--- src/core/pcat_map.svh ---
// register offsets, field positions, reset values and divider counts for the array counter timebase
`ifndef PCAT_MAP_SVH
`define PCAT_MAP_SVH
`define PCAT_OFF_LOW 4'h0
`define PCAT_OFF_HIGH 4'h4
`define PCAT_OFF_MODE 4'h8
`define PCAT_MODE_FLAG_BIT 0
`define PCAT_MODE_IRQEN_BIT 1
`define PCAT_MODE_SEL_LSB 2
`define PCAT_MODE_IDLE_BIT 5
`define PCAT_RESET_BYTE 8'h00
`define PCAT_RESET_SEL 3'h0
`define PCAT_DIV12_LAST 4'hB
`define PCAT_DIV4_LAST 4'h3
`endif

--- src/core/pcat_pkg.sv ---
// types for the array counter timebase
package pcat_pkg;
	typedef enum logic [2:0] {
		PCAT_TB_DIV12 = 3'h0,
		PCAT_TB_DIV4 = 3'h1,
		PCAT_TB_T0OVF = 3'h2,
		PCAT_TB_EXTIN = 3'h3,
		PCAT_TB_SYSCLK = 3'h4,
		PCAT_TB_XOSC8 = 3'h5,
		PCAT_TB_RTC8 = 3'h6,
		PCAT_TB_RSVD = 3'h7
	} pcat_tb_e;
	typedef struct packed {
		logic idleSuspend;
		pcat_tb_e timebaseSelect;
		logic overflowIrqEnable;
		logic overflowFlag;
	} pcat_mode_s;
	typedef struct packed {
		logic [3:0] adr;
		logic we;
		logic [3:0] sel;
		logic [31:0] dat;
	} pcat_wbreq_s;
endpackage

--- src/core/pcat_counter.sv ---
// array counter timebase: 16-bit counter, snapshot, timebase select, overflow flag
//
// The implementer's own choices: the Wishbone register port and the placing of the registers.
`timescale 1ns/1ns
`include "pcat_map.svh"
module pcat_counter
	import pcat_pkg::*;
(
	input wire logic sys_clk,
	input wire logic rst_b,
	input wire logic clkEn,
	input wire logic wb_cyc_i,
	input wire logic wb_stb_i,
	input wire logic wb_we_i,
	input wire logic [3:0] wb_adr_i,
	input wire logic [3:0] wb_sel_i,
	input wire logic [31:0] wb_dat_i,
	output logic [31:0] wb_dat_o,
	output logic wb_ack_o,
	input wire logic timer0Overflow,
	input wire logic externalCountInput,
	input wire logic extOscDiv8,
	input wire logic rtcOscDiv8,
	input wire logic cpuIdle,
	output logic overflowIrq
);
	logic [15:0] count_q;
	logic [7:0] snapshot_q;
	pcat_mode_s mode_q;
	logic ack_q;
	logic [31:0] rdat_q;
	logic irq_q;
	logic [3:0] div_q;
	logic [1:0] ecix_q;
	// slow oscillator ticks arrive unrelated to sys_clk; two flops before any use
	wire [1:0] oscIn = {rtcOscDiv8, extOscDiv8};
	logic [1:0] oscRise;
	genvar g;
	generate
		for (g = 0; g < 2; g++) begin : gSync
			logic [2:0] sync_q;
			// stage 0 feeds only stage 1; stage 2 is the edge reference
			always_ff @(posedge sys_clk) begin
				if (!rst_b) begin
					sync_q <= 3'h0;
				end else if (clkEn) begin
					sync_q <= {sync_q[1:0], oscIn[g]};
				end
			end
			assign oscRise[g] = sync_q[1] & ~sync_q[2];
		end
	endgenerate

	// bus decode
	wire access = wb_cyc_i & wb_stb_i & ~ack_q;
	wire rdAccess = access & ~wb_we_i;
	wire wrAccess = access & wb_we_i & wb_sel_i[0];
	wire hitLow = wb_adr_i == `PCAT_OFF_LOW;
	wire hitHigh = wb_adr_i == `PCAT_OFF_HIGH;
	wire hitMode = wb_adr_i == `PCAT_OFF_MODE;
	wire rdLow = rdAccess & hitLow;
	wire wrMode = wrAccess & hitMode;

	// timebase tick generation
	wire [3:0] divLast = (mode_q.timebaseSelect == PCAT_TB_DIV12) ? `PCAT_DIV12_LAST : `PCAT_DIV4_LAST;
	wire divWrap = div_q >= divLast;
	wire eciFall = ecix_q[1] & ~ecix_q[0];
	wire xoscRise = oscRise[0];
	wire rtcRise = oscRise[1];
	logic tick;
	always_comb begin
		unique case (mode_q.timebaseSelect)
			PCAT_TB_DIV12: tick = divWrap;
			PCAT_TB_DIV4: tick = divWrap;
			PCAT_TB_T0OVF: tick = timer0Overflow;
			PCAT_TB_EXTIN: tick = eciFall;
			PCAT_TB_SYSCLK: tick = 1'b1;
			PCAT_TB_XOSC8: tick = xoscRise;
			PCAT_TB_RTC8: tick = rtcRise;
			PCAT_TB_RSVD: tick = 1'b0;
		endcase
	end
	// suspend only when asked; reads do not enter this term
	wire runEn = ~(cpuIdle & mode_q.idleSuspend);
	wire step = tick & runEn;
	wire wrap = step & (count_q == 16'hFFFF);
	wire [15:0] countNext = count_q + 16'h0001;

	// low byte write with sel[0]; counter bytes are writable like the timer bytes
	wire wrLow = wrAccess & hitLow;
	wire wrHigh = wrAccess & hitHigh;
	logic [15:0] count_d;
	always_comb begin
		count_d = step ? countNext : count_q;
		if (wrLow) begin
			count_d[7:0] = wb_dat_i[7:0];
		end
		if (wrHigh) begin
			count_d[15:8] = wb_dat_i[7:0];
		end
	end

	// flag: hardware set beats software clear; no clear on interrupt service
	wire flagClr = wrMode & ~wb_dat_i[`PCAT_MODE_FLAG_BIT];
	wire flag_d = wrap | (mode_q.overflowFlag & ~flagClr);
	pcat_mode_s mode_d;
	always_comb begin
		mode_d = mode_q;
		mode_d.overflowFlag = flag_d;
		if (wrMode) begin
			mode_d.overflowIrqEnable = wb_dat_i[`PCAT_MODE_IRQEN_BIT];
			mode_d.timebaseSelect = pcat_tb_e'(wb_dat_i[`PCAT_MODE_SEL_LSB +: 3]);
			mode_d.idleSuspend = wb_dat_i[`PCAT_MODE_IDLE_BIT];
		end
	end

	// read mux; high byte reads the snapshot, not the live byte
	wire [7:0] modeByte = {2'h0, mode_q.idleSuspend, mode_q.timebaseSelect, mode_q.overflowIrqEnable,
		mode_q.overflowFlag};
	wire [7:0] rdByte = hitLow ? count_q[7:0] : hitHigh ? snapshot_q : hitMode ? modeByte : 8'h00;
	wire [31:0] rdat_d = rdAccess ? {24'h000000, rdByte} : 32'h00000000;

	// both bytes live in one register so a carry never shows half done
	always_ff @(posedge sys_clk) begin
		if (!rst_b) begin
			count_q <= 16'h0000;
		end else if (clkEn) begin
			count_q <= count_d;
		end
	end

	always_ff @(posedge sys_clk) begin
		if (!rst_b) begin
			snapshot_q <= `PCAT_RESET_BYTE;
		end else if (clkEn && rdLow) begin
			snapshot_q <= count_q[15:8];
		end
	end

	always_ff @(posedge sys_clk) begin
		if (!rst_b) begin
			mode_q <= '0;
		end else if (clkEn) begin
			mode_q <= mode_d;
		end
	end

	// one registered answer per request, acked the cycle after the strobe; ack blocks a repeat of the same cycle
	always_ff @(posedge sys_clk) begin
		if (!rst_b) begin
			ack_q <= 1'b0;
			rdat_q <= 32'h00000000;
		end else if (clkEn) begin
			ack_q <= access;
			rdat_q <= rdat_d;
		end
	end

	always_ff @(posedge sys_clk) begin
		if (!rst_b) begin
			irq_q <= 1'b0;
		end else if (clkEn) begin
			irq_q <= flag_d & mode_d.overflowIrqEnable;
		end
	end

	// divider runs in every timebase mode, held only by idle suspend, so a mode switch costs at most one short period
	wire [3:0] divNext = divWrap ? 4'h0 : (runEn ? div_q + 4'h1 : div_q);
	always_ff @(posedge sys_clk) begin
		if (!rst_b) begin
			div_q <= 4'h0;
		end else if (clkEn) begin
			div_q <= divNext;
		end
	end

	// reset value matches the idle low level, so no false edge after reset
	always_ff @(posedge sys_clk) begin
		if (!rst_b) begin
			ecix_q <= 2'h0;
		end else if (clkEn) begin
			ecix_q <= {ecix_q[0], externalCountInput};
		end
	end

	assign wb_ack_o = ack_q;
	assign wb_dat_o = rdat_q;
	assign overflowIrq = irq_q;

	// checks
	snap_copy_a: assert property (@(posedge sys_clk) disable iff (!rst_b)
		rdLow && clkEn |=> snapshot_q == $past(count_q[15:8])) else $error("snapshot not taken on low read");
	high_snap_a: assert property (@(posedge sys_clk) disable iff (!rst_b)
		rdAccess && hitHigh && clkEn |=> wb_ack_o && wb_dat_o[7:0] == $past(snapshot_q))
		else $error("high read did not return snapshot");
	read_nodist_a: assert property (@(posedge sys_clk) disable iff (!rst_b)
		clkEn && rdAccess && !step |=> count_q == $past(count_q)) else $error("read disturbed counter");
	step_one_a: assert property (@(posedge sys_clk) disable iff (!rst_b)
		clkEn && step && !wrLow && !wrHigh |=> count_q == $past(count_q) + 16'h0001)
		else $error("counter did not step by one");
	sysclk_tick_a: assert property (@(posedge sys_clk) disable iff (!rst_b)
		mode_q.timebaseSelect == PCAT_TB_SYSCLK && runEn |-> tick) else $error("sysclk timebase missing tick");
	rsvd_stop_a: assert property (@(posedge sys_clk) disable iff (!rst_b)
		mode_q.timebaseSelect == PCAT_TB_RSVD |-> !tick) else $error("reserved code ticked");
	ext_fall_a: assert property (@(posedge sys_clk) disable iff (!rst_b)
		mode_q.timebaseSelect == PCAT_TB_EXTIN && tick |-> $past(externalCountInput, 2) && !$past(externalCountInput))
		else $error("external tick without falling edge");
	wrap_flag_a: assert property (@(posedge sys_clk) disable iff (!rst_b)
		clkEn && wrap |=> mode_q.overflowFlag) else $error("wrap did not set flag");
	flag_hold_a: assert property (@(posedge sys_clk) disable iff (!rst_b)
		clkEn && mode_q.overflowFlag && !wrMode |=> mode_q.overflowFlag) else $error("flag cleared by hardware");
	irq_gate_a: assert property (@(posedge sys_clk) disable iff (!rst_b)
		overflowIrq |-> $past(mode_d.overflowIrqEnable) && $past(flag_d)) else $error("irq without enable");
	idle_hold_a: assert property (@(posedge sys_clk) disable iff (!rst_b)
		clkEn && cpuIdle && mode_q.idleSuspend && !wrLow && !wrHigh |=> count_q == $past(count_q))
		else $error("counted while idle suspended");
	low_read_a: assert property (@(posedge sys_clk) disable iff (!rst_b)
		rdLow && clkEn |=> wb_ack_o && wb_dat_o[7:0] == $past(count_q[7:0]))
		else $error("low read returned wrong byte");
	upper_zero_a: assert property (@(posedge sys_clk) disable iff (!rst_b)
		wb_dat_o[31:8] == 24'h000000) else $error("read data upper bits not zero");
	write_low_a: assert property (@(posedge sys_clk) disable iff (!rst_b)
		clkEn && wrLow |=> count_q[7:0] == $past(wb_dat_i[7:0])) else $error("low byte write lost");
	ack_once_a: assert property (@(posedge sys_clk) disable iff (!rst_b)
		wb_ack_o && clkEn |=> !wb_ack_o) else $error("ack longer than one cycle");
	snap_hold_a: assert property (@(posedge sys_clk) disable iff (!rst_b)
		!(clkEn && rdLow) |=> snapshot_q == $past(snapshot_q)) else $error("snapshot changed without low read");
	t0_pass_a: assert property (@(posedge sys_clk) disable iff (!rst_b)
		mode_q.timebaseSelect == PCAT_TB_T0OVF |-> tick == timer0Overflow)
		else $error("timer0 overflow tick mismatch");
	div_gap_a: assert property (@(posedge sys_clk) disable iff (!rst_b)
		(mode_q.timebaseSelect == PCAT_TB_DIV4 || mode_q.timebaseSelect == PCAT_TB_DIV12) && tick
		|-> div_q == divLast) else $error("divided tick off its period");
	osc_tick_a: assert property (@(posedge sys_clk) disable iff (!rst_b)
		mode_q.timebaseSelect == PCAT_TB_XOSC8 && tick |-> $past(extOscDiv8, 2) && !$past(extOscDiv8, 3))
		else $error("oscillator tick without synchronised edge");
	rtc_tick_a: assert property (@(posedge sys_clk) disable iff (!rst_b)
		mode_q.timebaseSelect == PCAT_TB_RTC8 && tick |-> $past(rtcOscDiv8, 2) && !$past(rtcOscDiv8, 3))
		else $error("rtc tick without synchronised edge");
	flag_nowrap_a: assert property (@(posedge sys_clk) disable iff (!rst_b)
		clkEn && !mode_q.overflowFlag && !wrap |=> !mode_q.overflowFlag) else $error("flag set without wrap");
	irq_match_a: assert property (@(posedge sys_clk) disable iff (!rst_b)
		overflowIrq == (mode_q.overflowFlag && mode_q.overflowIrqEnable)) else $error("irq not flag and enable");
	flag_clear_a: assert property (@(posedge sys_clk) disable iff (!rst_b)
		clkEn && wrMode && !wb_dat_i[`PCAT_MODE_FLAG_BIT] && !wrap |=> !mode_q.overflowFlag)
		else $error("software clear ignored");
	idle_run_a: assert property (@(posedge sys_clk) disable iff (!rst_b)
		clkEn && cpuIdle && !mode_q.idleSuspend && tick && !wrLow && !wrHigh |=> count_q == $past(count_q) + 16'h0001)
		else $error("stopped counting in idle");
	carry_both_a: assert property (@(posedge sys_clk) disable iff (!rst_b)
		clkEn && step && count_q[7:0] == 8'hFF && !wrLow && !wrHigh
		|=> count_q[7:0] == 8'h00 && count_q[15:8] == $past(count_q[15:8]) + 8'h01)
		else $error("carry into high byte lost");
	freeze_a: assert property (@(posedge sys_clk) disable iff (!rst_b)
		!clkEn |=> count_q == $past(count_q) && mode_q == $past(mode_q)) else $error("state moved while frozen");
	wrap_cov_c: cover property (@(posedge sys_clk) disable iff (!rst_b) wrap && clkEn);
	div_cov_c: cover property (@(posedge sys_clk) disable iff (!rst_b)
		mode_q.timebaseSelect == PCAT_TB_DIV12 && step);
	snap_cov_c: cover property (@(posedge sys_clk) disable iff (!rst_b) rdLow ##[1:8] (rdAccess && hitHigh));
	ext_cov_c: cover property (@(posedge sys_clk) disable iff (!rst_b)
		mode_q.timebaseSelect == PCAT_TB_EXTIN && step);
	irq_cov_c: cover property (@(posedge sys_clk) disable iff (!rst_b) $rose(overflowIrq));
endmodule

--- config.mk ---
export PLATFORM = sky130hd
export DESIGN_NAME = pcat_counter
export DESIGN_NICKNAME = d
export VERILOG_FILES = /design/src/core/pcat_pkg.sv /design/src/core/pcat_counter.sv
export VERILOG_INCLUDE_DIRS = /design/src /design/src/core
export SDC_FILE = /design/constraint.sdc
export NUM_CORES = 1
export LEC_CHECK = 0
export BUFFER_PORTS_ARGS = -buffer_cell sky130_fd_sc_hd__clkbuf_2
export CAP_MARGIN = 20
export CORE_MARGIN = 2
export CORE_UTILIZATION = 34
export DETAILED_ROUTE_END_ITERATION = 8
export PLACE_DENSITY = 0.62
export REMOVE_ABC_BUFFERS = 1
export SYNTH_ARGS = -nofsm -noshare
export SYNTH_HDL_FRONTEND = slang
export SYNTH_SLANG_ARGS = --single-unit
--- constraint.sdc ---
create_clock -name sys_clk -period 4.6 [get_ports sys_clk]
set_input_delay 0.46 -clock sys_clk [delete_from_list [all_inputs] [get_ports sys_clk]]
set_output_delay 0.46 -clock sys_clk [all_outputs]
set_load 0.01 [all_outputs]
# Yosys cells after proc, flatten, opt, wreduce, memory -nomap -nowiden
# Index checks and enable logic that the tools add are counted.
# classes
addsub	2
magnitude_cmp	1
n_eq_ne	11
n_mux	12
bitwise	27
reduce_logical	10
# ops
op	count
8-bit 2-to-1 mux	5
1-bit bitwise AND	18
16-bit by 1-bit adder with 16-bit output, second input constant	1
16-bit == test, second input constant	1
16-bit 2-to-1 mux	1
3-bit == test, second input constant	4
4-bit 2-to-1 mux	3
1-bit NOT	8
2-bit AND reduction	4
1-bit case mux with 7 select lines	1
3-bit by 2-bit == test with 1-bit output, second input constant	2
6-bit 2-to-1 mux	1
4-bit by 1-bit adder with 4-bit output, second input constant	1
4-bit by 3-bit == test with 1-bit output, second input constant	1
4-bit == test, second input constant	1
4-bit greater-or-equal comparator	1
4-bit zero test	1
2-bit nonzero test	2
3-bit by 1-bit == test with 1-bit output, second input constant	1
3-bit zero test	1
2-bit inequality test, second input constant	1
2-bit OR reduction	1
1-bit logical AND	1
1-bit 2-to-1 mux	1
1-bit OR	1
# totals
regBits	76
input_bits	51
wordCells	77

# Depth between registers and ports, before layout
# logic_depth
ltp_word	10
depth_mapped	9
depth_no_buf	8

# Least setup slack after synthesis
# OpenSTA, ideal clock, no wires.
# synth_timing
path_kind	register to register
from	reg mode_q (netlist bit modeByte[3])
to	reg count_q[9]
t_arrival_ns	2.167
t_required_ns	4.514
setup_slack_ns	2.346
path_stages_with_launch	9
path_buffers	0
cell_sequence	dfxtp_1 inv_1 nand3_1 ha_1 o21ai_0 a211oi_1 o31ai_2 or4_1 a221oi_2
# synth_between
elab_chain_len	7
elab_cells_between_ends	15
classes_between	order compare (1); eq/ne (7); mux (2); bitwise (1); reduce/logical (4)
# synth_lines
item	line	rtl
start: declaration	pcat_counter.sv:29	pcat_mode_s mode_q;
start signal: assignment	pcat_counter.sv:144	mode_q <= mode_d;
3-bit zero test	pcat_counter.sv:65, pcat_counter.sv:72	
4-bit 2-to-1 mux (no line)	-	
4-bit greater-or-equal comparator	pcat_counter.sv:66	wire divWrap = div_q >= divLast;
1-bit case mux with 7 select lines (*)	pcat_counter.sv:72	unique case (mode_q.timebaseSelect)
1-bit bitwise AND (*)	pcat_counter.sv:85	wire step = tick & runEn;
2-bit nonzero test (no line) (*)	-	
2-bit AND reduction (no line) (*)	-	
end signal: assignment	pcat_counter.sv:128	count_q <= count_d;
end: declaration	pcat_counter.sv:27	logic [15:0] count_q;
# Mark *: on every way between the ends. The rest lies on a longest branch, timed or not.
# A chain may end at the register's enable or synchronous reset.

# Worst setup path in the final report
# Same ends and word-level chain as after synthesis.

==> results by stage <==
Placed design:
- Summed over all nets, the half-perimeter wirelength after detailed placement is 5350 microns.
- The worst setup slack after placement is 1710 ps.
- The count of buffers added on input and output ports is 33.
- Routability-driven placement finished with a final weighted congestion of 0.815.

CTS:
- The count of cells resized by post-cts repair is 0.
- The clock insertion delay at the later pin of the skew report is 310 ps.
- The count of hold buffers inserted by post-cts repair is 0.
- The tree is rooted in a clkbuf_8.
- The clock tree from TritonCTS is built.
- The number of post-CTS setup repair buffers is 0.
- Clock tree synthesis inserted a total of 5 buffers.
- The clock-pin slew on the worst setup and hold paths is 90 ps.
- The clock net in this run drives a total of 52 sinks.
- The maximum number of buffers from clock root to sink is 2.
- CTS built an H-tree with a depth of 2.

Floorplan:
- The vertical die dimension is 97.0 microns.
- The die covers 9410 sq um.
- In this run the horizontal extent of the chip is 97.0 microns.
- The total area inside the core boundary comes to 8300 sq um.
- The initial cell density of the core is 35.4%.
- The number of placed I/O pins is 85.
- The initialized floorplan defines 33 standard-cell rows.

Yosys:
- The multiplexer share of the synthesized area is 8.55%.
- The most used flip-flop cell after synthesis is dfxtp_1.
- The Yosys step of the flow raised 0 warnings.
- The combinational family with the most area after synthesis is compound AO/OA/AOI/OAI gates.
- The mean post-synth cell area is 8.38 sq um.
- The library cell occupying the most area in the post-synthesis netlist is dfxtp_1.
- Of the total synthesized cell area, the portion taken by full adders, half adders and majority gates is 1.28%.
- Sorting the synthesized cells by area gives the leading types as dfxtp_1 (35%), mux2i_1 (8.2%), buf_4 (6.4%), a21oi_1 (4.9%), nor2_1 (4.5%).
- The mapped cell area is 2940 sq um.
- The cell with the most instances after synthesis is dfxtp_1.
- Yosys mapped a number of flops with a built-in enable equal to 0.
- In this run, synthesis produced a sequential element count of 52.
- Of the synthesized area, sequential elements account for 35.4%.
- Sorting the synthesized cells by how often they occur yields dfxtp_1 (52), nor2_1 (35), a21oi_1 (29).
- The xor/xnor cell area share of the yosys netlist is 0%.
- Of the total synthesized cell area, the portion taken by AND, OR, NAND and NOR gates is 21.6%.
- The fraction of synthesis flops using an asynchronous set or reset pin is 0%.
- In this run, distinct cell masters in the synthesized netlist total 60.
- Summed over its instances, the top area cell type makes up 35.4% of the synthesized netlist area.
- The instance count of the mapped netlist is 351.
- Summing the areas of all compound-gate instances in the mapped netlist gives 22.0% of the synthesized area.

STA:
- The max-slew violation total from the final report is 0.
- The worst pin sits at a relative slew slack of 53.5%.
- Setup repair after global routing left no endpoint under its margin.
- Between clock sinks in the finished design, the worst skew comes to 5.23 ps.
- The final worst hold slack is 379 ps.
- The total of endpoints with negative setup slack in the final report is 0.
- For the pin with the worst max-slew slack, the measured transition is 697 ps.
- The setup TNS is 0 ps.
- The number of hold violations in the final report came to 0.
- The post-route minimum period is 2660 ps.
- The final period utilization is 57.9%.
- In the post-route analysis, the smallest setup slack over all paths is 1940 ps.
- The top achievable clock speed is 0.376 GHz.

Worst setup path:
- The data arrival time at the worst-slack endpoint is 2890 ps.
- The capturing element type of the critical path is a register.
- The worst flop-to-flop path endpoint is count_q[9].
- The depth of the worst register-to-register path is 8.
- The critical path in this run is classified as register to register.
- The startpoint type of the worst setup path is a register.
- In this run the register-to-register setup slack is 1940 ps.
- The startpoint identified for the worst register-to-register timing path is modeByte[3].
- The data required time at the worst endpoint is 4820 ps.
- In this run the worst path has a maximum fanout of 8.

Pwr:
- The relative contribution of combinational cells to total power is 8.2%.
- The net switching power is 201 uW.
- The power density normalized to cell area is 253 nW/um^2.
- The share of total power in sequential cells is 57.5%.
- The net switching share of the total power is 25.2%.
- Across the VDD grid, the largest voltage drop is 124 uV.
- Cell internal power was estimated by the tool at 598 uW.
- The clock share of power is 34.4%.
- The analysis attributes to cell leakage a power of 1.17 nW.

Route:
- Using the TritonRoute via totals, the vias-per-cell ratio works out to 5.53.
- The routed wirelength normalized by instance count is 15.4 microns.
- Wires add up to 7390 microns.
- The number of optimization iterations in the first detailed-route pass is 5.
- The count of nets left with antenna violations after detail routing is 0.
- The detailed router finished its first iteration with 280 violations.
- For this run, design rule violations remaining after detail routing come to 0.
- For this block, the via count after detailed routing is 2651.

Layout:
- Relative to the synthesized area, the layout overhead comes to 7.49%.
- In the final design database the tool counted 427 nets.
- 0 antenna diodes ended up in the layout.
- Of the cells placed in the final design, the portion with a size suffix greater than 1 is 16.0%.

Flow run:
- Across the run, the number of max-cap violations was 0.

Global route:
- The via count of the first global-routing pass is 2456.
- Global routing used 15.8% of the available tracks.
- The largest net degree at the start of global routing is 40.
- The total grt overflow is 0.
- The initial antenna violation count is 0.
- The first global-routing pass estimated 12400 microns of wire.

Worst hold path:
- The path with the worst hold slack has its endpoint at ecix_q[0].
- The instance count along the most critical hold path is 3.
- The class of the tightest hold or removal check is primary input to register.
- The critical hold path startpoint is externalCountInput.

Status:
- The flow ran to the end, and the final reports show no timing, DRC or antenna violations.
## layout make-up
cell class	instances	area (sq um)
timing repair buffer	37	195
tap	105	131
inverter	11	41.3
clock buffer	8	90.1
fill	846	5140
sequential	52	1040
multi-input combinational	266	1660
## registers in the layout, summed over array words and instances, names as in the netlist
signal,count
count_q,16
snapshot_q,8
wb_dat_o,8
gSync.sync_q,6
modeByte,6
div_q,4
ecix_q,2
overflowIrq,1
wb_ack_o,1
## layout by cell type (no fill, tap or decap), types with 3 or more instances in the layout
cell       n
a211o_2    3
a211oi_1   4
a21oi_1   29
a221oi_1   3
a31oi_1    4
a32o_1     3
buf_4      4
clkbuf_2  33
clkbuf_8   6
conb_1    24
dfxtp_1   52
ha_1       3
inv_1     11
mux2i_1   24
nand2_1   26
nand3_1    7
nand3b_1   4
nand4_1    5
nor2_1    35
nor2b_1    7
nor3_1    10
nor3b_1    3
nor4_1     4
o21ai_0   15
o221ai_1   6
o32ai_1    3
or3_1      4
or4_1      3
## cell families after synthesis
kind of cell | Yosys count
simple gates | 122
compound gates | 92
buf+inv | 56
flops | 52
mux | 25
fa+ha+maj | 3
other cells | 1
## per-layer routing
metal | vias to the layer above | wire (microns) | track usage (%)
met5 | - | 0 | 0
met4 | 0 | 163 | 5.63
met3 | 14 | 443 | 2.46
met2 | 105 | 3410 | 24.8
met1 | 1249 | 3370 | 21.9
li1 | 1283 | - | -
## metrics by stage
| stage | instance area, sq um | total power, mW | std cells | util, % |
|---|---|---|---|---|
| finish | 3160 | 0.799 | 479 | 38.1 |
| global route | 3160 | 0.833 | 479 | 38.1 |
| CTS | 3160 | 0.808 | 479 | 38.1 |
| detailed placement | 3070 | 0.534 | 471 | 37.0 |
| global placement | 3070 | 0.533 | 471 | 37.0 |
| floorplan | 2740 | 0.502 | 329 | - |
## power by group through the flow
stage / clock [mW] / sequential (mW) / combinational [mW]
after global placement: 0 / 0.469 / 0.0642
after floorplan: 0 / 0.469 / 0.0335
after global routing: 0.300 / 0.460 / 0.0729
final: 0.274 / 0.459 / 0.0654
after CTS: 0.284 / 0.459 / 0.0651
after detailed placement: 0 / 0.469 / 0.0649
## worst max path at each step
stage	start	end	slack, ps	cells past startpoint
after floorplan	wb_adr_i[1]	count_q[11]	2160	5
after global placement	wb_adr_i[3]	count_q[3]	1710	6
after detailed placement	wb_adr_i[3]	count_q[3]	1710	6
after CTS	modeByte[3]	count_q[9]	1960	8
after global routing	clkEn	wb_dat_o[3]	1810	7
final	modeByte[3]	count_q[9]	1940	8
## worst max-delay path, stage by stage, from the launching register on
cell and delay [ps]:
dfxtp_1 350, inv_1 130, nand3_1 90, ha_1 280, o21ai_0 110, a211oi_1 480, o31ai_2 270, or4_1 600
a221oi_2 270
(Power assumes the default switching activity.)
